**src/slsr_regs.vh**
```
// Register offsets, field layout and encodings of the link status block
// Behaviour
// - Provide a 32-bit read-only status register
// - Reads return condition at the read moment
// - Refresh continuously, independent of software reads
// - Writes are ignored, nothing changes
// - Reserved bits always read as zero
// - Low-power states report no device or link; the code reports the device as present (detect code 1) with no link
`ifndef SLSR_REGS_VH
`define SLSR_REGS_VH
// ----------------------------------------------------------------
// Register map
// ----------------------------------------------------------------
`define SLSR_ADDR_W 4
`define SLSR_OFS_LINK_STATUS 4'h0
`define SLSR_OFS_SRC_CTRL 4'h4
`define SLSR_STATUS_RESET 32'h0000_0000
`define SLSR_SRC_CTRL_RESET 32'h0000_0000
// ----------------------------------------------------------------
// Field positions
// ----------------------------------------------------------------
`define SLSR_DET_LSB 0
`define SLSR_DET_MSB 3
`define SLSR_SPD_LSB 4
`define SLSR_SPD_MSB 7
`define SLSR_IPM_LSB 8
`define SLSR_IPM_MSB 11
// ----------------------------------------------------------------
// Encodings
// ----------------------------------------------------------------
`define SLSR_DET_NONE 4'h0
`define SLSR_DET_PRESENT 4'h1
`define SLSR_DET_LINKED 4'h3
`define SLSR_DET_OFFLINE 4'h4
`define SLSR_SPD_NONE 4'h0
`define SLSR_SPD_GEN1 4'h1
`define SLSR_SPD_GEN2 4'h2
`define SLSR_IPM_NONE 4'h0
`define SLSR_IPM_ACTIVE 4'h1
`define SLSR_IPM_PARTIAL 4'h2
`define SLSR_IPM_SLUMBER 4'h6
`endif

```
**src/slsr_sync.v**
```verilog
// Two-flop synchroniser for a bundle of level inputs
`timescale 1ns/1ps
module slsr_sync #(
    parameter W = 1
) (
    input wire mclk,
    input wire rst_n,
    input wire [W-1:0] async_in,
    output reg [W-1:0] sync_out
);
    reg [W-1:0] stage_one;

    // First stage read only by second stage
    always @(posedge mclk or negedge rst_n) begin
        if (!rst_n) begin
            stage_one <= {W{1'b0}};
            sync_out <= {W{1'b0}};
        end else begin
            stage_one <= async_in;
            sync_out <= stage_one;
        end
    end
endmodule

```
**src/slsr_top.v**
```verilog
// Live serial link status register with a plain register port
//
// Implementation choices: strobed register access and the placing of the registers.
`timescale 1ns/1ps
`include "slsr_regs.vh"
module slsr_top (
    input wire mclk,
    input wire rst_n,
    input wire [`SLSR_ADDR_W-1:0] reg_addr,
    input wire [31:0] reg_wdata,
    input wire reg_wr,
    input wire reg_rd,
    output reg [31:0] reg_rdata,
    input wire phy_offline,
    input wire phy_dev_present,
    input wire phy_ready,
    input wire [1:0] phy_speed,
    input wire phy_partial,
    input wire phy_slumber
);
    // ------------------------------------------------------------
    // Pin synchronisation
    // ------------------------------------------------------------
    wire [6:0] phy_sync;
    wire s_offline;
    wire s_present;
    wire s_ready;
    wire [1:0] s_speed;
    wire s_partial;
    wire s_slumber;

    // Live pins resampled every clock, never tied to reads
    slsr_sync #(
        .W(7)
    ) u_sync (
        .mclk(mclk),
        .rst_n(rst_n),
        .async_in({phy_offline, phy_dev_present, phy_ready, phy_speed,
                   phy_partial, phy_slumber}),
        .sync_out(phy_sync)
    );

    assign s_offline = phy_sync[6];
    assign s_present = phy_sync[5];
    assign s_ready = phy_sync[4];
    assign s_speed = phy_sync[3:2];
    assign s_partial = phy_sync[1];
    assign s_slumber = phy_sync[0];

    // ------------------------------------------------------------
    // Field encoding
    // ------------------------------------------------------------
    reg [3:0] next_device_detect_state;
    reg [3:0] next_negotiated_speed_gen;
    reg [3:0] next_power_mgmt_state;
    reg [31:0] interface_link_status;
    wire low_power;

    // Slumber wins if PHY flags both at once
    assign low_power = s_partial | s_slumber;

    // Link counts as up only when online, present and ready
    function link_up;
        input off;
        input pres;
        input rdy;
        begin
            link_up = !off && pres && rdy;
        end
    endfunction

    always @* begin
        next_power_mgmt_state = `SLSR_IPM_NONE;
        if (!link_up(s_offline, s_present, s_ready)) begin
            next_power_mgmt_state = `SLSR_IPM_NONE;
        end else if (s_slumber) begin
            next_power_mgmt_state = `SLSR_IPM_SLUMBER;
        end else if (s_partial) begin
            next_power_mgmt_state = `SLSR_IPM_PARTIAL;
        end else begin
            next_power_mgmt_state = `SLSR_IPM_ACTIVE;
        end
    end

    always @* begin
        next_device_detect_state = `SLSR_DET_NONE;
        if (s_offline) begin
            next_device_detect_state = `SLSR_DET_OFFLINE;
        end else if (!s_present) begin
            next_device_detect_state = `SLSR_DET_NONE;
        end else if (low_power || !s_ready) begin
            // No active link while quiescent
            next_device_detect_state = `SLSR_DET_PRESENT;
        end else begin
            next_device_detect_state = `SLSR_DET_LINKED;
        end
    end

    always @* begin
        next_negotiated_speed_gen = `SLSR_SPD_NONE;
        if (link_up(s_offline, s_present, s_ready)) begin
            case (s_speed)
                2'h1: begin
                    next_negotiated_speed_gen = `SLSR_SPD_GEN1;
                end
                2'h2: begin
                    next_negotiated_speed_gen = `SLSR_SPD_GEN2;
                end
                default: begin
                    // Unknown rate shows as not negotiated
                    next_negotiated_speed_gen = `SLSR_SPD_NONE;
                end
            endcase
        end
    end

    // ------------------------------------------------------------
    // Status register, refreshed every cycle
    // ------------------------------------------------------------
    always @(posedge mclk or negedge rst_n) begin
        if (!rst_n) begin
            interface_link_status <= `SLSR_STATUS_RESET;
        end else begin
            // Upper bits constant zero
            interface_link_status <= {20'h00000,
                                      next_power_mgmt_state,
                                      next_negotiated_speed_gen,
                                      next_device_detect_state};
        end
    end

    // ------------------------------------------------------------
    // Register port
    // ------------------------------------------------------------
    // Write strobe and data decode nowhere, so no state can change

    always @(posedge mclk or negedge rst_n) begin
        if (!rst_n) begin
            reg_rdata <= 32'h0000_0000;
        end else if (reg_rd) begin
            // Value of the read cycle itself, not an old latch
            if (reg_addr == `SLSR_OFS_LINK_STATUS) begin
                reg_rdata <= interface_link_status;
            end else begin
                reg_rdata <= 32'h0000_0000;
            end
        end else begin
            reg_rdata <= 32'h0000_0000;
        end
    end
endmodule

```
**config.mk**
```make
export PLATFORM = sky130hd
export DESIGN_NAME = slsr_top
export DESIGN_NICKNAME = d
export VERILOG_FILES = /design/src/slsr_sync.v /design/src/slsr_top.v
export VERILOG_INCLUDE_DIRS = /design/src
export SDC_FILE = /design/constraint.sdc
export NUM_CORES = 1
export LEC_CHECK = 0
export CAP_MARGIN = 40
export CORE_MARGIN = 2
export CORE_UTILIZATION = 53
export CTS_CLUSTER_DIAMETER = 200
export DETAILED_ROUTE_END_ITERATION = 8
export DONT_BUFFER_PORTS = 1
export PLACE_DENSITY = 0.71
export SETUP_SLACK_MARGIN = 0.3
export SLEW_MARGIN = 20
export SYNTH_ARGS = -nofsm -noshare
export SYNTH_HDL_FRONTEND = slang
export SYNTH_HIERARCHICAL = 1
export SYNTH_SLANG_ARGS = --single-unit
```
**constraint.sdc**
```tcl
create_clock -name mclk -period 0.8 [get_ports mclk]
set_input_delay 0.16 -clock mclk [delete_from_list [all_inputs] [get_ports mclk]]
set_output_delay 0.16 -clock mclk [all_outputs]
set_load 0.005 [all_outputs]
```
==> run summary, run 1 <==
Worst Path Max Fanout: 5
non-filler cells, final: 124
CTS Buf Count: 5
largest net degree at the start of global routing: 31
CTS tree: yes
Final Cell Area: 0.00120 mm^2
most common cell after layout, fill and taps aside: dfrtp_1
fin crit period: 0.917 ns
Ys Warns: 6
DR pass1 iterations: 4
Reg2Reg Setup Slack: -0.12 ns
Switching Fraction: 20.3%
worst r2r src: u_sync/sync_out[6]$_DFF_PN0_
synthesized cell area: 0.00113 mm^2
DP Cell Count: 109
number of hold buffers added after cts: 7
Starting Density: 57.1%
post-detail-place hpwl: 725 um
Antenna Cells: 0
CP Launch Point: u_sync/sync_out[6]$_DFF_PN0_
remaining antenna violation count: 0
clock power share: 30.6%
RSZ-0062 raised after global routing: true
Sequential Power Share: 64.9%
Clock Tree Buf Depth: 2
mean area per synthesized cell: 13.3 um^2
worst path arrival time: 1.15 ns
CP Launch Type: flop
failing checks: negative hold slack, negative setup slack
Die ar.: 0.00252 mm^2
Peak supply drop: 0.00148 V
antenna violations before repair: 0
io pins: 79
RD Place Congestion: 0.633
clock-pin slew on the worst setup and hold paths: 0.08 ns
drt initial violations: 2
Netlist cell types: 14
setup TNS: -0.960 ns
max-slew violations: 0
global-route wire length before repair: 1890 um
Area growth, synth to finish: 6.30%
worst skew pair latency: 0.31 ns
Core Region: 0.00198 mm^2
Int Pwr: 1.94 mW
Final period util: 115%
setup violators final: 14
via count: 511
Hold WC Path Type: in -> async
leakage power: 0.566 nW
DRC: 0
Root Buffer: clkbuf_4
Fmax achieved: 1090 MHz
vias in the first global route: 462
nets@finish: 144
RR Endpoint: interface_link_status[4]$_DFF_PN0_
clock sinks: 30
register area share after synthesis: 66.3%
worst hold slack: -0.469 ns
H-Tree Depth: 2
WL per Instance: 9.20 um
Avg Vias per Cell: 4.12
die height: 50.2 um
Max-Cap Viols: 0
Die Width: 50.2 um
setup ws final: -0.117 ns
Final Hold Fails: 38
outcome: finished with violations
Syn Inst Count: 85
final WL: 1140 um
# fillers: 157
global route total overflow: 0
Power Dens Cells: 2020 mW/mm^2
synthesized flop and latch total: 30
Comb pwr share: 4.5%
Placed Area: 0.00106 mm^2
share of cells above drive strength 1: 19.6%
CP Capture Type: flop
Reg2Reg Depth: 2
Final Util: 60.7%
worst slack, placed: -0.0950 ns
buffers added on ports: 0
num rows: 16
switching power: 0.495 mW
Power Total: 2.44 mW
Critical Path RT: 1.04 ns
Worst Skew: 0.00770 ns
total track usage: 11.2%
type of the worst setup path: reg -> reg
most frequent cells in the layout: dfrtp_1, conb_1, nor3_2, nand2_1, dlygate4sd3_1
worst max-delay path: stages, from the launching register on:
cell and delay [ns]:
dfrtp_1 0.37, nand3b_1 0.26, nor3b_2 0.21
Yosys cell counts:
| library cell | instances | area, um^2 |
|---|---|---|
| dfrtp_1 | 30 | 751 |
| buf_4 | 25 | 188 |
| nand2_1 | 8 | 30.0 |
| nor3_2 | 8 | 80.1 |
| nor2_1 | 2 | 7.51 |
| nor3_1 | 2 | 10.0 |
| nor3b_1 | 2 | 15.0 |
| or2_1 | 2 | 12.5 |
| and3_1 | 1 | 6.26 |
| buf_1 | 1 | 3.75 |
| buf_6 | 1 | 11.3 |
| conb_1 | 1 | 3.75 |
| nand3b_1 | 1 | 7.51 |
| nor2b_1 | 1 | 6.26 |
sequential cells by signal (all words and copies together), names as in the netlist:
register	cells
interface_link_status	8
u_sync/sync_out	7
reg_rdata	8
u_sync/stage_one	7
worst max path at each step:
stage	slack (ns)	endpoint	cells after the start
4_1_cts	-0.10	interface_link_status[4]$_DFF_PN0_	2
3_5_place_dp	-0.1	interface_link_status[4]$_DFF_PN0_	2
5_1_grt	-0.20	interface_link_status[5]$_DFF_PN0_	2
6_report	-0.12	interface_link_status[4]$_DFF_PN0_	2
3_3_place_gp	-0.07	interface_link_status[5]$_DFF_PN0_	2
2_1_floorplan	-0.04	interface_link_status[4]$_DFF_PN0_	2
layer usage:
layer	GRT usage (%)	vias up	wire [um]
met4	11.1	0	22
met2	16.9	31	616
li1	-	241	-
met3	6.25	2	116
met5	0	-	0
met1	10.3	237	385
repair_timing:
item / CTS / global route
pin swaps: 16 / 3
setup buffers: 0 / 1
endpoints found under the setup margin: 24 / 25
endpoints found under the hold margin: 45 / 38
gates resized for setup: 3 / 3
power groups by stage:
stage               combinational (mW)  clock [mW]  sequential [mW]
floorplan                        0.161           0             1.61
CTS                             0.0969       0.797             1.58
global route                     0.123       0.839             1.59
detailed placement              0.0682           0             1.61
global placement                0.0671           0             1.61
finish                           0.108       0.746             1.58
area by class of cell:
type,instances,area [um^2],share of cell area [%]
timing repair buffer,9,88.8,7.38
clock buffer,7,45.0,3.74
multi-input combinational,51,285,23.7
tap,27,33.8,2.81
sequential,30,751,62.4
logic make-up (layout without fill, tap and decap cells):
group	count (synthesis)	after routing	synth area share, %
buf+inv	27	16	17.9
flops	30	30	66.3
other cells	1	24	0.331
simple gates	27	27	15.5
Note: power is estimated with default switching activity, not from simulation.
==> run 2, diff against run 1 <==
--- a/config.mk
+++ b/config.mk
@@ -8,11 +8,11 @@
 export LEC_CHECK = 0
 export CAP_MARGIN = 40
 export CORE_MARGIN = 2
-export CORE_UTILIZATION = 53
+export CORE_UTILIZATION = 59
 export CTS_CLUSTER_DIAMETER = 200
 export DETAILED_ROUTE_END_ITERATION = 8
 export DONT_BUFFER_PORTS = 1
-export PLACE_DENSITY = 0.71
+export PLACE_DENSITY = 0.75
 export SETUP_SLACK_MARGIN = 0.3
 export SLEW_MARGIN = 20
 export SYNTH_ARGS = -nofsm -noshare
==> constraint.sdc (replaced) <==
create_clock -name mclk -period 1 [get_ports mclk]
set_input_delay 0.2 -clock mclk [delete_from_list [all_inputs] [get_ports mclk]]
set_output_delay 0.2 -clock mclk [all_outputs]
set_load 0.005 [all_outputs]
==> run summary, run 2 (synthesis gave the netlist of run 1 again) <==
Starting Density: 64.2% (was 57.1%)
global route total overflow: 0 (unchanged)
setup ws final: 0.0655 ns (was -0.117 ns)
Die ar.: 0.00229 mm^2 (was 0.00252 mm^2)
met3 Track Usage GR: 9.43% (was 6.25%)
GR Util met2: 20.3% (was 16.9%)
DR pass1 iterations: 4 (unchanged)
Clock Tree Buf Depth: 2 (unchanged)
Critical Path RT: 1.23 ns (was 1.04 ns)
Reg2Reg Depth: 2 (unchanged)
vias in the first global route: 446 (was 462)
remaining antenna violation count: 0 (unchanged)
RSZ-0062 raised after global routing: true (unchanged)
post-detail-place hpwl: 744 um (was 725 um)
Antenna Cells: 0 (unchanged)
RR Endpoint: interface_link_status[8]$_DFF_PN0_ (was interface_link_status[4]$_DFF_PN0_)
Final period util: 93.4% (was 115%)
Int Pwr: 1.62 mW (was 1.94 mW)
total track usage: 12.5% (was 11.2%)
Peak supply drop: 0.00105 V (was 0.00148 V)
CP Launch Type: flop (unchanged)
io pins: 79 (unchanged)
Placed Area: 0.00105 mm^2 (was 0.00106 mm^2)
outcome: finished with violations (unchanged)
CP Capture Type: flop (unchanged)
CP max stage delay: 0.38 ns (was 0.37 ns)
Switching Fraction: 20.8% (was 20.3%)
leakage power: 0.565 nW (was 0.566 nW)
worst skew pair latency: 0.31 ns (about the same)
buffers added on ports: 0 (unchanged)
worst path arrival time: 1.17 ns (was 1.15 ns)
Sequential Power Share: 61.7% (was 64.9%)
Hold WC Path Type: in -> async (unchanged)
Power Dens Cells: 1710 mW/mm^2 (was 2020 mW/mm^2)
Avg Vias per Cell: 4.28 (was 4.12)
share of cells above drive strength 1: 18.6% (was 19.6%)
most frequent cells in the layout: dfrtp_1, conb_1, nand2_1, nor3_2, dlygate4sd3_1 (was dfrtp_1, conb_1, nor3_2, nand2_1, dlygate4sd3_1)
CTS Buf Count: 5 (unchanged)
Final Cell Area: 0.00120 mm^2 (about the same)
antenna violations before repair: 0 (unchanged)
max-slew violations: 0 (unchanged)
Area growth, synth to finish: 5.75% (was 6.30%)
WL per Instance: 9.35 um (was 9.20 um)
worst hold slack: -0.431 ns (was -0.469 ns)
Fmax achieved: 1070 MHz (was 1090 MHz)
num rows: 15 (was 16)
top flop regs: interface_link_status: 8 flops, reg_rdata: 8 flops (unchanged)
RD Place Congestion: 0.681 (was 0.633)
Critical-path top delay cell: dfrtp_1 (unchanged)
critical-path cell list: nand3b_1 -> nor3_1 (was nand3b_1 -> nor3b_2)
clock power share: 34.3% (was 30.6%)
failing checks: negative hold slack (was negative hold slack, negative setup slack)
clock-pin slew on the worst setup and hold paths: 0.09 ns (was 0.08 ns)
Die Width: 47.8 um (was 50.2 um)
Worst Path Max Fanout: 5 (unchanged)
global-route wire length before repair: 1740 um (was 1890 um)
most common cell after layout, fill and taps aside: dfrtp_1 (unchanged)
clock sinks: 30 (unchanged)
Final Hold Fails: 30 (was 38)
Comb pwr share: 4.0% (was 4.5%)
type of the worst setup path: reg -> reg (unchanged)
largest net degree at the start of global routing: 31 (unchanged)
worst slack, placed: 0.0681 ns (was -0.0950 ns)
gr busiest metal: met2 (unchanged)
Core Region: 0.00176 mm^2 (was 0.00198 mm^2)
Root Buffer: clkbuf_4 (unchanged)
Max-Cap Viols: 0 (unchanged)
met1 Use GR: 10.4% (was 10.3%)
die height: 47.8 um (was 50.2 um)
setup violators final: 0 (was 14)
worst r2r src: u_sync/sync_out[6]$_DFF_PN0_ (unchanged)
H-Tree Depth: 2 (unchanged)
Reg2Reg Setup Slack: 0.07 ns (was -0.12 ns)
Worst Skew: 0.00848 ns (was 0.00770 ns)
nets@finish: 143 (was 144)
CTS tree: yes (unchanged)
drt initial violations: 4 (was 2)
DRC: 0 (unchanged)
number of hold buffers added after cts: 7 (unchanged)
fin crit period: 0.934 ns (was 0.917 ns)
final WL: 1140 um (unchanged)
switching power: 0.426 mW (was 0.495 mW)
via count: 522 (was 511)
run 2: cell types whose count changed in the layout (fill, tap and decap cells not counted), sizes merged:
cell / change
buf: -1
clkinv: +1
run 2: how the worst max path moves through the flow:
stage	startpoint	end	slack, ns
2_1_floorplan	u_sync/sync_out[6]$_DFF_PN0_	interface_link_status[4]$_DFF_PN0_	0.16
3_3_place_gp	u_sync/sync_out[6]$_DFF_PN0_	interface_link_status[4]$_DFF_PN0_	0.11
3_5_place_dp	u_sync/sync_out[6]$_DFF_PN0_	interface_link_status[5]$_DFF_PN0_	0.07
4_1_cts	u_sync/sync_out[6]$_DFF_PN0_	interface_link_status[4]$_DFF_PN0_	0.08
5_1_grt	u_sync/sync_out[6]$_DFF_PN0_	interface_link_status[8]$_DFF_PN0_	-0.008
6_report	u_sync/sync_out[6]$_DFF_PN0_	interface_link_status[8]$_DFF_PN0_	0.07
run 2: critical path: cells and delay by family (launching register included):
kind             cells  cell delay [ns]
flip-flops           1             0.38
AND/OR/NAND/NOR      2             0.48
run 2: layout make-up:
type	instances	area, um^2
flip-flops and latches	30	751
fillers	117	567
multi-input cells	51	278
repair buffers	8	77.6
clock buffers	7	55.1
well taps	25	31.3
clock inverters	1	5.00
run 2: power by group through the flow:
stage | Combinational (mW) | Clock [mW] | Sequential [mW]
after detailed placement | 0.0511 | 0 | 1.29
final | 0.0823 | 0.703 | 1.26
after floorplan | 0.129 | 0 | 1.29
after CTS | 0.0756 | 0.731 | 1.26
after global placement | 0.0502 | 0 | 1.29
after global routing | 0.0955 | 0.788 | 1.27
run 2: metal layers:
| metal | vias to the layer above | share of wire (%) | routed length, um |
|---|---|---|---|
| li1 | 239 | - | - |
| met2 | 36 | 57 | 656 |
| met4 | 0 | 1.5 | 17 |
| met1 | 243 | 30 | 348 |
| met3 | 4 | 10 | 119 |
| met5 | - | 0 | 0 |
run 2: stage by stage:
step	TNS, ns	total power, mW	hold slack, ns	cells	utilization [%]
2_1_floorplan	0	1.41	-0.0956	108	-
3_3_place_gp	0	1.34	-0.0951	106	59.4
3_5_place_dp	0	1.34	-0.0950	106	59.4
4_1_cts	0	2.07	-0.447	122	67.2
5_1_grt	-0.0137	2.15	-0.467	122	67.9
6_report	0	2.05	-0.431	122	67.9
run 2: timing repair:
item,CTS,global route
cloned,0,0
gates resized for setup,0,3
setup endpoints to repair,14,15
pin swaps,1,0
buffers inserted,1,0
hold endpoints to repair,44,37
==> run 3, diff against run 2 <==
--- a/config.mk
+++ b/config.mk
@@ -9,6 +9,7 @@
 export CAP_MARGIN = 40
 export CORE_MARGIN = 2
 export CORE_UTILIZATION = 59
+export CTS_BUF_LIST = sky130_fd_sc_hd__clkbuf_2
 export CTS_CLUSTER_DIAMETER = 200
 export DETAILED_ROUTE_END_ITERATION = 8
 export DONT_BUFFER_PORTS = 1
==> run summary, run 3 (synthesis gave the netlist of run 1 again) <==
outcome: finished with violations (unchanged)
failing checks: negative hold slack (unchanged)
largest net degree at the start of global routing: 31 (unchanged)
register area: 751 um^2 (unchanged)
io pins: 79 (unchanged)
CP Capture Type: flop (unchanged)
CTS Buf Count: 5 (unchanged)
Die Width: 47.8 um (unchanged)
RD Place Congestion: 0.681 (unchanged)
setup violators final: 0 (unchanged)
via count: 518 (was 522)
Core Region: 0.00176 mm^2 (unchanged)
die height: 47.8 um (unchanged)
CP Launch Type: flop (unchanged)
Avg Vias per Cell: 4.25 (was 4.28)
Worst Path Max Fanout: 5 (unchanged)
H-Tree Depth: 2 (unchanged)
Reg2Reg Setup Slack: 0.05 ns (was 0.07 ns)
Die ar.: 0.00229 mm^2 (unchanged)
critical-path cell list: nand3b_1 -> nor3b_1 (was nand3b_1 -> nor3_1)
most frequent cells in the layout: dfrtp_1, conb_1, nand2_1, nor3_2, dlygate4sd3_1 (unchanged)
Peak supply drop: 0.000973 V (was 0.00105 V)
Clock Tree Buf Depth: 2 (unchanged)
buffers added on ports: 0 (unchanged)
Final Hold Fails: 38 (was 30)
vias in the first global route: 460 (was 446)
Final period util: 95.3% (was 93.4%)
CP Launch Point: u_sync/sync_out[6]$_DFF_PN0_ (unchanged)
Area growth, synth to finish: 4.20% (was 5.75%)
Worst Skew: 0.00703 ns (was 0.00848 ns)
drt initial violations: 0 (was 4)
top flop regs: interface_link_status: 8 flops, reg_rdata: 8 flops (unchanged)
Final Util: 66.9% (was 67.9%)
DRC: 0 (unchanged)
WL per Instance: 9.43 um (was 9.35 um)
Hold WC Path Type: in -> async (unchanged)
setup ws final: 0.0467 ns (was 0.0655 ns)
worst path arrival time: 1.22 ns (was 1.17 ns)
CP max stage delay: 0.40 ns (was 0.38 ns)
global route total overflow: 0 (unchanged)
worst r2r src: u_sync/sync_out[6]$_DFF_PN0_ (unchanged)
post-detail-place hpwl: 744 um (unchanged)
antenna violations before repair: 0 (unchanged)
max-slew violations: 0 (unchanged)
Reg2Reg Depth: 2 (unchanged)
clock sinks: 30 (unchanged)
nets@finish: 143 (unchanged)
clock-pin slew on the worst setup and hold paths: 0.14 ns (was 0.09 ns)
num rows: 15 (unchanged)
most common cell after layout, fill and taps aside: dfrtp_1 (unchanged)
final WL: 1150 um (was 1140 um)
worst slack, placed: 0.0681 ns (unchanged)
# fillers: 128 (was 117)
share of cells above drive strength 1: 18.6% (unchanged)
remaining antenna violation count: 0 (unchanged)
fin crit period: 0.953 ns (was 0.934 ns)
Critical Path RT: 1.26 ns (was 1.23 ns)
leakage power: 0.562 nW (was 0.565 nW)
worst hold slack: -0.469 ns (was -0.431 ns)
Fmax achieved: 1050 MHz (was 1070 MHz)
type of the worst setup path: reg -> reg (unchanged)
Antenna Cells: 0 (unchanged)
Multi-input gate area: 278 um^2 (unchanged)
Starting Density: 64.2% (unchanged)
Power Dens Cells: 1590 mW/mm^2 (was 1710 mW/mm^2)
Critical-path top delay cell: dfrtp_1 (unchanged)
DR pass1 iterations: 1 (was 4)
global-route wire length before repair: 1770 um (was 1740 um)
Root Buffer: clkbuf_2 (was clkbuf_4)
total track usage: 12.7% (was 12.5%)
RSZ-0062 raised after global routing: true (unchanged)
Power Total: 1.88 mW (was 2.05 mW)
Max-Cap Viols: 0 (unchanged)
number of hold buffers added after cts: 7 (unchanged)
worst skew pair latency: 0.33 ns (was 0.31 ns)
CTS tree: yes (unchanged)
-- run 3: cell count changes in the layout (fill, tap and decap cells not counted), sizes merged --
| cell | previous run | this run |
|---|---|---|
| clkbuf | 7 | 6 |
| clkinv | 1 | 2 |
-- run 3: worst max-delay path, delay by kind of cell (launching register included) --
| kind | cells | cell delay, ns |
|---|---|---|
| flops | 1 | 0.40 |
| simple gates | 2 | 0.48 |
-- run 3: where the power goes --
part	switching (mW)	internal (mW)
Combinational	0.0492	0.0345
Clock	0.360	0.172
Sequential	0.0143	1.25
Total	0.424	1.46
-- run 3: through the flow --
step	instances	area, um^2	setup TNS [ns]
finish	122	1180	0
global route	122	1180	-0.159
CTS	122	1180	0
detailed placement	106	1050	0
global placement	106	1050	0
floorplan	108	1220	0
-- run 3: routing by layer --
metal / GRT usage [%] / routed length (um)
met5: 0 / 0
met4: 8.11 / 25
met3: 9.43 / 132
met2: 21.1 / 643
met1: 10.4 / 348
-- run 3: final timing paths --
| check | end |
|---|---|
| worst min register to register | u_sync/sync_out[3]$_DFF_PN0_ |
| worst min-delay path | reg_rdata[9]$_DFF_PN0_ |
| min in group mclk | reg_rdata[10]$_DFF_PN0_ |
| max in group asynchronous | u_sync/stage_one[0]$_DFF_PN0_ |
| worst max register to register | interface_link_status[5]$_DFF_PN0_ |
| worst max-delay path | interface_link_status[5]$_DFF_PN0_ |
-- run 3: final cells by class --
| type | instances | area share [%] |
|---|---|---|
| well taps | 25 | 2.65 |
| clock buffers | 6 | 2.55 |
| clock inverters | 2 | 0.742 |
| flip-flops and latches | 30 | 63.6 |
| repair buffers | 8 | 6.89 |
| multi-input cells | 51 | 23.5 |
-- run 3: timing repair --
item / 4_1_cts / 5_1_grt
gates cloned: 0 / 0
hold endpoints to repair: 45 / 38
gates resized for setup: 3 / 0
buffers inserted: 1 / 0
endpoints found under the setup margin: 14 / 15
pin swaps: 2 / 3
